File: src/verilog/pmc_pkg.sv
package pmc_pkg;

  // Command codes of the bank
  localparam logic [7:0] PMC_CMD_INPUT_OFFSET_TRIMS   = 8'hdd;
  localparam logic [7:0] PMC_CMD_OUTPUT_TRIM_MONITOR  = 8'hde;
  localparam logic [7:0] PMC_CMD_STARTUP_STATUS_HIST  = 8'hdf;
  localparam logic [7:0] PMC_CMD_FEATURE_OPTION_BYTE  = 8'he0;
  localparam logic [7:0] PMC_CMD_INTERNAL_TEMP_OFFSET = 8'he1;
  localparam logic [7:0] PMC_CMD_EXT_TEMP_CALIBRATION = 8'he2;

  // Answer lengths in bytes
  localparam logic [5:0] PMC_LEN_NONE  = 6'h00;
  localparam logic [5:0] PMC_LEN_BYTE  = 6'h01;
  localparam logic [5:0] PMC_LEN_WORD  = 6'h02;
  localparam logic [5:0] PMC_LEN_BLK4  = 6'h04;
  localparam logic [5:0] PMC_LEN_BLK32 = 6'h20;

  // Feature option byte fields
  localparam int PMC_OPT_PEC_BIT    = 7;
  localparam int PMC_OPT_HRR_BIT    = 6;
  localparam int PMC_OPT_DROOP_BIT  = 5;
  localparam int PMC_OPT_ART_BIT    = 3;
  localparam int PMC_OPT_DBV_BIT    = 2;
  localparam logic [7:0] PMC_OPT_RESET = 8'h00;

  // History timing
  localparam int unsigned PMC_CLK_HZ        = 40_000_000;
  localparam int unsigned PMC_INTERVAL_S    = 8;
  localparam int unsigned PMC_WINDOW_S      = 128;
  localparam int unsigned PMC_INTERVAL_CYC  = PMC_INTERVAL_S * PMC_CLK_HZ;
  localparam int unsigned PMC_HIST_ENTRIES  = PMC_WINDOW_S / PMC_INTERVAL_S;
  localparam logic [4:0]  PMC_HIST_LAST     = 5'(PMC_HIST_ENTRIES - 1);

  typedef enum logic [2:0] {
    PMC_ST_IDLE = 3'b001,
    PMC_ST_REC  = 3'b010,
    PMC_ST_DONE = 3'b100
  } pmc_hist_e;

endpackage : pmc_pkg

File: src/verilog/pmc_interval_timer.sv
`timescale 1ns/10ps
module pmc_interval_timer
  import pmc_pkg::*;
#(
  parameter int unsigned INTERVAL_CYCLES = PMC_INTERVAL_CYC
) (
  input  wire logic clk_sys_in,
  input  wire logic rst_in,
  input  wire logic run_in,
  output logic      tick_out
);

  typedef struct packed {
    logic [31:0] cnt;
    logic        tick;
  } pmc_timer_s;

  localparam logic [31:0] LAST = 32'(INTERVAL_CYCLES - 1);

  pmc_timer_s q;
  pmc_timer_s d;

  always_comb begin
    d = q;
    d.tick = 1'b0;
    // Stopped timer restarts from zero so each run has a full first interval
    if (!run_in) begin
      d.cnt = '0;
    end else if (q.cnt == LAST) begin
      d.cnt = '0;
      d.tick = 1'b1;
    end else begin
      d.cnt = q.cnt + 32'h1;
    end
  end

  always_ff @(posedge clk_sys_in) begin
    if (rst_in) begin
      q <= '0;
    end else begin
      q <= d;
    end
  end

  assign tick_out = q.tick;

endmodule : pmc_interval_timer

File: src/verilog/pmc_mfr_regs.sv
// Notes on behaviour
// Sixteen status captures, every 8 s after ramp
// History reads as 32 bytes, entry 0 lowest
// Input offsets: on-trim high, off-trim low
// Output trim monitor reads as signed word
// Option bit 7 requires packet error checking
// Option bit 6 enables hybrid ratio regulation
// Option bit 5 selects non-linear droop
// Option bit 3 enables adaptive ramp, loop comp
// Option bit 2 enables dynamic bus voltage
// Option byte reads and writes whole; bits 0-1 inert
// Internal temperature offset word, 0.1 C steps
// Calibration block: offset low, slope high
// Bit 4 reserved; read-only writes rejected
`timescale 1ns/10ps
module pmc_mfr_regs
  import pmc_pkg::*;
#(
  parameter int unsigned INTERVAL_CYCLES = PMC_INTERVAL_CYC
) (
  input  wire logic         clk_sys_in,
  input  wire logic         rst_in,
  input  wire logic         req_in,
  input  wire logic         req_write_in,
  input  wire logic [7:0]   req_code_in,
  input  wire logic [7:0]   req_wdata_in,
  input  wire logic         ramp_done_in,
  input  wire logic [15:0]  status_word_in,
  input  wire logic [15:0]  vin_offset_on_in,
  input  wire logic [15:0]  vin_offset_off_in,
  input  wire logic [15:0]  vout_trim_in,
  input  wire logic [15:0]  temp_offset_int_in,
  input  wire logic [15:0]  ext_cal_offset_in,
  input  wire logic [15:0]  ext_cal_slope_in,
  output logic              rsp_valid_out,
  output logic              rsp_error_out,
  output logic [5:0]        rsp_len_out,
  output logic [255:0]      rsp_data_out,
  output logic [7:0]        option_byte_out,
  output logic              pec_required_out,
  output logic              hybrid_ratio_regulation_out,
  output logic              droop_slope_select_out,
  output logic              adaptive_ramp_loop_comp_out,
  output logic              dynamic_bus_voltage_out,
  output logic              history_done_out
);

  typedef struct packed {
    pmc_hist_e          st;
    logic [4:0]         cnt;
    logic [15:0][15:0]  hist;
    logic [7:0]         opt;
    logic               rsp_valid;
    logic               rsp_err;
    logic [5:0]         rsp_len;
    logic [255:0]       rsp_data;
  } pmc_regs_s;

  localparam pmc_regs_s RESET_STATE = '{
    st:        PMC_ST_IDLE,
    cnt:       5'h00,
    hist:      '0,
    opt:       PMC_OPT_RESET,
    rsp_valid: 1'b0,
    rsp_err:   1'b0,
    rsp_len:   PMC_LEN_NONE,
    rsp_data:  '0
  };

  pmc_regs_s q;
  pmc_regs_s d;
  logic      tick;

  // Answer length per command; zero marks an unmapped code
  function automatic logic [5:0] cmd_len(input logic [7:0] code);
    case (code)
      PMC_CMD_INPUT_OFFSET_TRIMS:   cmd_len = PMC_LEN_BLK4;
      PMC_CMD_OUTPUT_TRIM_MONITOR:  cmd_len = PMC_LEN_WORD;
      PMC_CMD_STARTUP_STATUS_HIST:  cmd_len = PMC_LEN_BLK32;
      PMC_CMD_FEATURE_OPTION_BYTE:  cmd_len = PMC_LEN_BYTE;
      PMC_CMD_INTERNAL_TEMP_OFFSET: cmd_len = PMC_LEN_WORD;
      PMC_CMD_EXT_TEMP_CALIBRATION: cmd_len = PMC_LEN_BLK4;
      default:                      cmd_len = PMC_LEN_NONE;
    endcase
  endfunction : cmd_len

  pmc_interval_timer #(
    .INTERVAL_CYCLES (INTERVAL_CYCLES)
  ) u_timer (
    .clk_sys_in (clk_sys_in),
    .rst_in     (rst_in),
    .run_in     (q.st == PMC_ST_REC),
    .tick_out   (tick)
  );

  always_comb begin
    d = q;
    d.rsp_valid = 1'b0;
    d.rsp_err = 1'b0;

    // History recorder: one shot per power cycle, reset clears it
    case (q.st)
      PMC_ST_IDLE: begin
        if (ramp_done_in) begin
          d.st = PMC_ST_REC;
        end
      end
      PMC_ST_REC: begin
        if (tick) begin
          d.hist[q.cnt[3:0]] = status_word_in;
          d.cnt = q.cnt + 5'h01;
          if (q.cnt == PMC_HIST_LAST) begin
            d.st = PMC_ST_DONE;
          end
        end
      end
      PMC_ST_DONE: begin
        d.st = PMC_ST_DONE;
      end
      default: begin
        d.st = PMC_ST_IDLE;
      end
    endcase

    if (req_in) begin
      d.rsp_valid = 1'b1;
      d.rsp_len = PMC_LEN_NONE;
      d.rsp_data = '0;
      if (req_write_in) begin
        if (req_code_in == PMC_CMD_FEATURE_OPTION_BYTE) begin
          // Reserved bits kept so the byte reads back as written
          d.opt = req_wdata_in;
        end else begin
          d.rsp_err = 1'b1;
        end
      end else begin
        d.rsp_len = cmd_len(req_code_in);
        d.rsp_err = (cmd_len(req_code_in) == PMC_LEN_NONE);
        case (req_code_in)
          PMC_CMD_INPUT_OFFSET_TRIMS: begin
            d.rsp_data[31:0] = {vin_offset_on_in, vin_offset_off_in};
          end
          PMC_CMD_OUTPUT_TRIM_MONITOR: begin
            d.rsp_data[15:0] = vout_trim_in;
          end
          PMC_CMD_STARTUP_STATUS_HIST: begin
            d.rsp_data = q.hist;
          end
          PMC_CMD_FEATURE_OPTION_BYTE: begin
            d.rsp_data[7:0] = q.opt;
          end
          PMC_CMD_INTERNAL_TEMP_OFFSET: begin
            d.rsp_data[15:0] = temp_offset_int_in;
          end
          PMC_CMD_EXT_TEMP_CALIBRATION: begin
            d.rsp_data[31:0] = {ext_cal_slope_in, ext_cal_offset_in};
          end
          default: begin
            d.rsp_data = '0;
          end
        endcase
      end
    end
  end

  always_ff @(posedge clk_sys_in) begin
    if (rst_in) begin
      q <= RESET_STATE;
    end else begin
      q <= d;
    end
  end

  assign rsp_valid_out = q.rsp_valid;
  assign rsp_error_out = q.rsp_err;
  assign rsp_len_out = q.rsp_len;
  assign rsp_data_out = q.rsp_data;
  assign option_byte_out = q.opt;
  assign pec_required_out = q.opt[PMC_OPT_PEC_BIT];
  assign hybrid_ratio_regulation_out = q.opt[PMC_OPT_HRR_BIT];
  assign droop_slope_select_out = q.opt[PMC_OPT_DROOP_BIT];
  assign adaptive_ramp_loop_comp_out = q.opt[PMC_OPT_ART_BIT];
  assign dynamic_bus_voltage_out = q.opt[PMC_OPT_DBV_BIT];
  assign history_done_out = (q.st == PMC_ST_DONE);
endmodule : pmc_mfr_regs

File: config.mk
export PLATFORM = sky130hd
export DESIGN_NAME = pmc_mfr_regs
export DESIGN_NICKNAME = d
export VERILOG_FILES = /design/src/verilog/pmc_pkg.sv /design/src/verilog/pmc_interval_timer.sv /design/src/verilog/pmc_mfr_regs.sv
export SDC_FILE = /design/constraint.sdc
export NUM_CORES = 1
export LEC_CHECK = 0
export ABC_AREA = 1
export BUFFER_PORTS_ARGS = -buffer_cell sky130_fd_sc_hd__buf_2
export CAP_MARGIN = 20
export CORE_ASPECT_RATIO = 1.2
export CORE_MARGIN = 4
export CORE_UTILIZATION = 45
export CTS_CLUSTER_DIAMETER = 80
export DETAILED_ROUTE_END_ITERATION = 6
export PLACE_DENSITY = 0.75
export SETUP_SLACK_MARGIN = 0.4
export SLEW_MARGIN = 20
export SYNTH_ARGS = -nofsm -noshare
export SYNTH_HDL_FRONTEND = slang
export SYNTH_HIERARCHICAL = 1
export SYNTH_SLANG_ARGS = --single-unit
File: constraint.sdc
create_clock -name clk_sys_in -period 4.3 [get_ports clk_sys_in]
set_input_delay 0 -clock clk_sys_in [delete_from_list [all_inputs] [get_ports clk_sys_in]]
set_output_delay 0 -clock clk_sys_in [all_outputs]
set_load 0.02 [all_outputs]
======== After elaboration in Yosys (flattened, before gate mapping) ========
Cells that the tools add are included.
W data, S select, Z words.
storage, ports and cells
  register bits after elaboration ......... 569
  input bits .............................. 133
  output and inout port bits .............. 278
  logic and storage cells ................. 74
operators by class
  $add $sub $neg .......................... 2
  order comparisons ....................... 2
  equality and inequality tests ........... 14
  multiplexer cells ....................... 19
  bitwise logic cells ..................... 2
  reductions and logical operators ........ 10
operators with widths
  operator                 number
  $mux W264                2
  $mux W262                1
  $bwmux W256              1
  $mux W224                1
  $demux W16 S4            1
  $eq A8 B8 Y1 const B     6
  $pmux W16 S3             1
  $pmux W8 S6              1
  $pmux W8 S5              1
  $add A32 B1 Y32 const B  1
  $eq A32 B29 Y1 const B   1
  $pmux W6 S4              1
  $mux W16                 1
  $mux W6                  2
  $pmux W3 S3              1
  $reduce_or A2 Y1         4
  $logic_not A6 Y1         1
  $mux W3                  2
  $ne A2 B2 Y1 const B     3
  $reduce_and A3 Y1        2
  $add A5 B1 Y5 const B    1
  $eq A5 B4 Y1 const B     1
  $lt A4 B5 Y1 const B     1
  $ge A4 B1 Y1 const B     1
  8 further kinds          11

======== Logic depth before layout (Yosys ltp) ========
  word-level depth ........................ 8
  depth in mapped cells ................... 11
  depth with buffers taken out ............ 9

======== By module ========
The synthesis kept the hierarchy.
by module, submodules not included
  module              instances  cells an instance  area each (µm²)  seq. area each (µm²)
  pmc_mfr_regs        1          2911               21804.7          10690.3
  pmc_interval_timer  1          288                1953.1           660.6

======== Worst setup path before layout ========
Ideal clock, no wire load.
  path type ............................... register to register
  from .................................... register q[533] in the netlist's numbering
  to ...................................... register with a tool-made name
  arrival ................................. 1407 ps
  setup slack ............................. 2765 ps
  stages on the path, launching flop included .. 10
  buffers on the path ..................... 1
  cell sequence ........................... dfxtp_1 -> inv_1 -> nand3_2 -> nor2_4 -> nand2_1 -> nor2_2 -> nand2_1 -> clkbuf_1 -> o21ai_0 -> a21oi_1
RTL lines
  element                 RTL line             source
  from (decl)             pmc_mfr_regs.sv:70   pmc_regs_s q;
  from (signal assigned)  pmc_mfr_regs.sv:168  q <= RESET_STATE;
  from (signal assigned)  pmc_mfr_regs.sv:170  q <= d;

======== Worst setup path after layout ========
  from .................................... input port req_code_in[7]
  to ...................................... register q, in the netlist rsp_data_out[22]
on the way
  cells in the longest elaborated chain, start to end .. 3
  elaborated cells on any way between the ends .. 5
  classes of those cells .................. eq/ne: 3; mux: 2
RTL lines
  element         RTL line             source
  from (decl)     pmc_mfr_regs.sv:25   input wire logic [7:0] req_code_in,
  $eq A8 B8 Y1    pmc_mfr_regs.sv:139  case (req_code_in)
  $pmux W16 S3 *  pmc_mfr_regs.sv:139
  $mux W262 *     pmc_mfr_regs.sv:129  if (req_write_in) begin
Mark *: on every way between the ends. The rest lies on a longest branch, timed or not.
A chain may end at the register's enable or synchronous reset.

==> metrics.yaml <==
outcome:
  status: "finished clean"
clock_tree:
  cts_setup_buffers: 0
  numCtsBuffers: 54
  insertion_delay_ps: 610
  path_clk_slew_ps: 70
  cts_max_level: 2
  cts_hold_buf: 107
  clock-sinks: 567
  cts_tree: "yes"
  cts-root-buf: "clkbuf_16"
  post_cts_resized: 0
  cts_buffer_depth: 3
final_layout:
  fin_util: 0.514
  final_cell_mix: "nand2_1, dfxtp_1, nor2_1, buf_2, a21oi_1"
  final_layout_size_suffix_gt1_frac: 0.179
  final_nets: 3465
  syn_to_final_growth_pct: 13.4
  final_common_cell: "nand2_1"
  antennaDiodeCount: 0
synth:
  ys_async_sr_fraction: 0
  synth-edff-count: 0
  ys_ff_latch: 567
  avgSynthCellArea_um2: 7.43
  synth_flop_cell: "dfxtp_1"
  synth_cell_types: 36
  netlist_instances: 3199
  synth_compound_area_frac: 0.121
  muxShareOfSynthArea: 0
  synth_xor_xnor_area_share: 0.00479
  yosys_warnings: 6
  synth_top_family_by_area: "simple AND/OR/NAND/NOR gates"
  synth_simple_gate_area_frac: 0.253
  synth_seq_area_share: 0.478
  netlist_area_um2: 23800
  synth_fa_ha_area_frac: 0.00316
placed_design:
  port_buffers: 408
  place.gp.congestion: 0.922
  place_hpwl_um: 41900
global_routing:
  grt_max_degree: 183
  track_usage: 0.234
  grt_pass1_wl_um: 107000
  antenna_found_initial: 0
  grt_pass1_vias: 19050
  overflow: 0
hold_path:
  hold_start: "req_in"
  hp-class: "in2reg"
critical_path:
  cp.arrival_ps: 3270
  worst-path-max-fanout: 23
  critPathKind: "in2reg"
  cp_slowest_cell: "nor2_2"
  slowest_delay_ps: 680
  worst_ep_required_time_ps: 4860
  worstSetupStartpointType: "input port"
  critical_path.cell_chain: "buf_2 > nand2_1 > nor2_2 > nand2_1 > inv_1 > nand2_1 > nand3_1 > dlygate4sd3_1 > nand2_1 > a21oi_1 > dlygate4sd3_1"
  cp-end-kind: "register"
  crit_top_cell: "nand2_1"
  r2r-start: "q[533]$_SDFFE_PP1P_"
  cp-startpoint: "req_code_in[7]"
floorplanning:
  die_w_um: 218
  die_area_um2: 56500
  start_util: 0.454
  die_y_um: 260
  boundaryPins: 411
  core_um2: 52400
  placementRows: 92
drt:
  vias: 20759
  drt_first_pass_iters: 5
  postRouteAntennaNets: 0
  post_drt_wl_per_cell_um: 17.3
  first_iter_violations: 1944
  drc: 0
  wirelength_um: 70300
  viasPerCell: 5.10
power:
  power_uw: 10900
  p_leak_uw: 0.0114
  peakVddDrop_mv: 0.330
  p_per_area_nw_per_um2: 403
sta:
  fin_crit_sh: 0.631
  final-hold-violation-count: 0
  rsz0062_at_grt: "no"
  worst_pin_slew_ps: 1140
  max_freq_ghz: 0.369
  setup-violations-final: 0
  fin_skew_ps: 30.1
  min_period_ps: 2710
  slew_headroom: 0.238
  slew_violations: 0
  tns_ps: 0
run:
  maxCapViolations: 0
## per-layer routing
layer | global-route usage | part of all wire
met4 | 0.0941 | 0.042
met1 | 0.304 | 0.42
met5 | 0 | 0
met2 | 0.385 | 0.46
met3 | 0.0444 | 0.076
## critical path: cells and delay by family
family,cells,cell delay [ps]
buffers and inverters,4,1680
and+or+nand+nor,6,1480
AOI/OAI and AO/OA,1,110
## final timing paths
path | to | slack [ps] | depth (start not counted)
max | rsp_data_out[22]$_SDFFE_PP0P_ | 1590 | 11
min | rsp_len_out[1]$_SDFFE_PP0P_ | 30 | 4
max reg2reg | register | 2050 | 8
min reg2reg | register | 450 | 2
## cell type report
type / instances / area, um2
multi-input combinational: 2076 / 9090
fill: 4891 / 25400
tap: 705 / 882
inverter: 101 / 394
timing repair buffer: 526 / 3250
sequential: 567 / 11400
clock buffer: 77 / 1600
clock inverter: 22 / 363
## stage by stage
stage          instances  hold WS, ps  worst slack [ps]  area (um2)
2_1_floorplan       3200         78.5              2760       23800
3_3_place_gp        3868          276              1720       23900
3_5_place_dp        3868          288              1600       23900
4_1_cts             4074         3.43              1690       26900
5_1_grt             4074         12.6              1390       26900
6_report            4074         32.2              1590       26900
## power by group
group	internal (uW)	switching, uW
Combinational	110	292
Sequential	5260	3.42
Clock	3080	2120
## cell usage after synthesis (4+ instances only)
cell	count	share of area
nor2_1	547	0.086
nor3_1	5	0.0011
nand2_1	739	0.12
nor2_2	41	0.011
nor2_4	13	0.0062
ha_1	6	0.0032
buf_2	21	0.0044
o21ai_1	9	0.0019
inv_1	85	0.013
a21oi_1	289	0.061
clkbuf_2	5	0.0011
nand2_2	10	0.0026
buf_4	272	0.086
buf_6	17	0.0081
nand3_1	121	0.025
clkbuf_1	134	0.021
xnor2_1	6	0.0022
a21oi_2	4	0.0015
inv_2	15	0.0024
xor2_1	7	0.0026
dfxtp_1	567	0.48
o21ai_0	263	0.055
## logic make-up after synthesis
kind of cell               count (synthesis)
adders and majority gates                  6
buffers and inverters                    557
xor gates and xnor gates                  13
DFF                                      567
AOI/OAI and AO/OA                        570
other                                      1
and+or+nand+nor                         1485
Note: power is estimated with default switching activity, not from simulation.
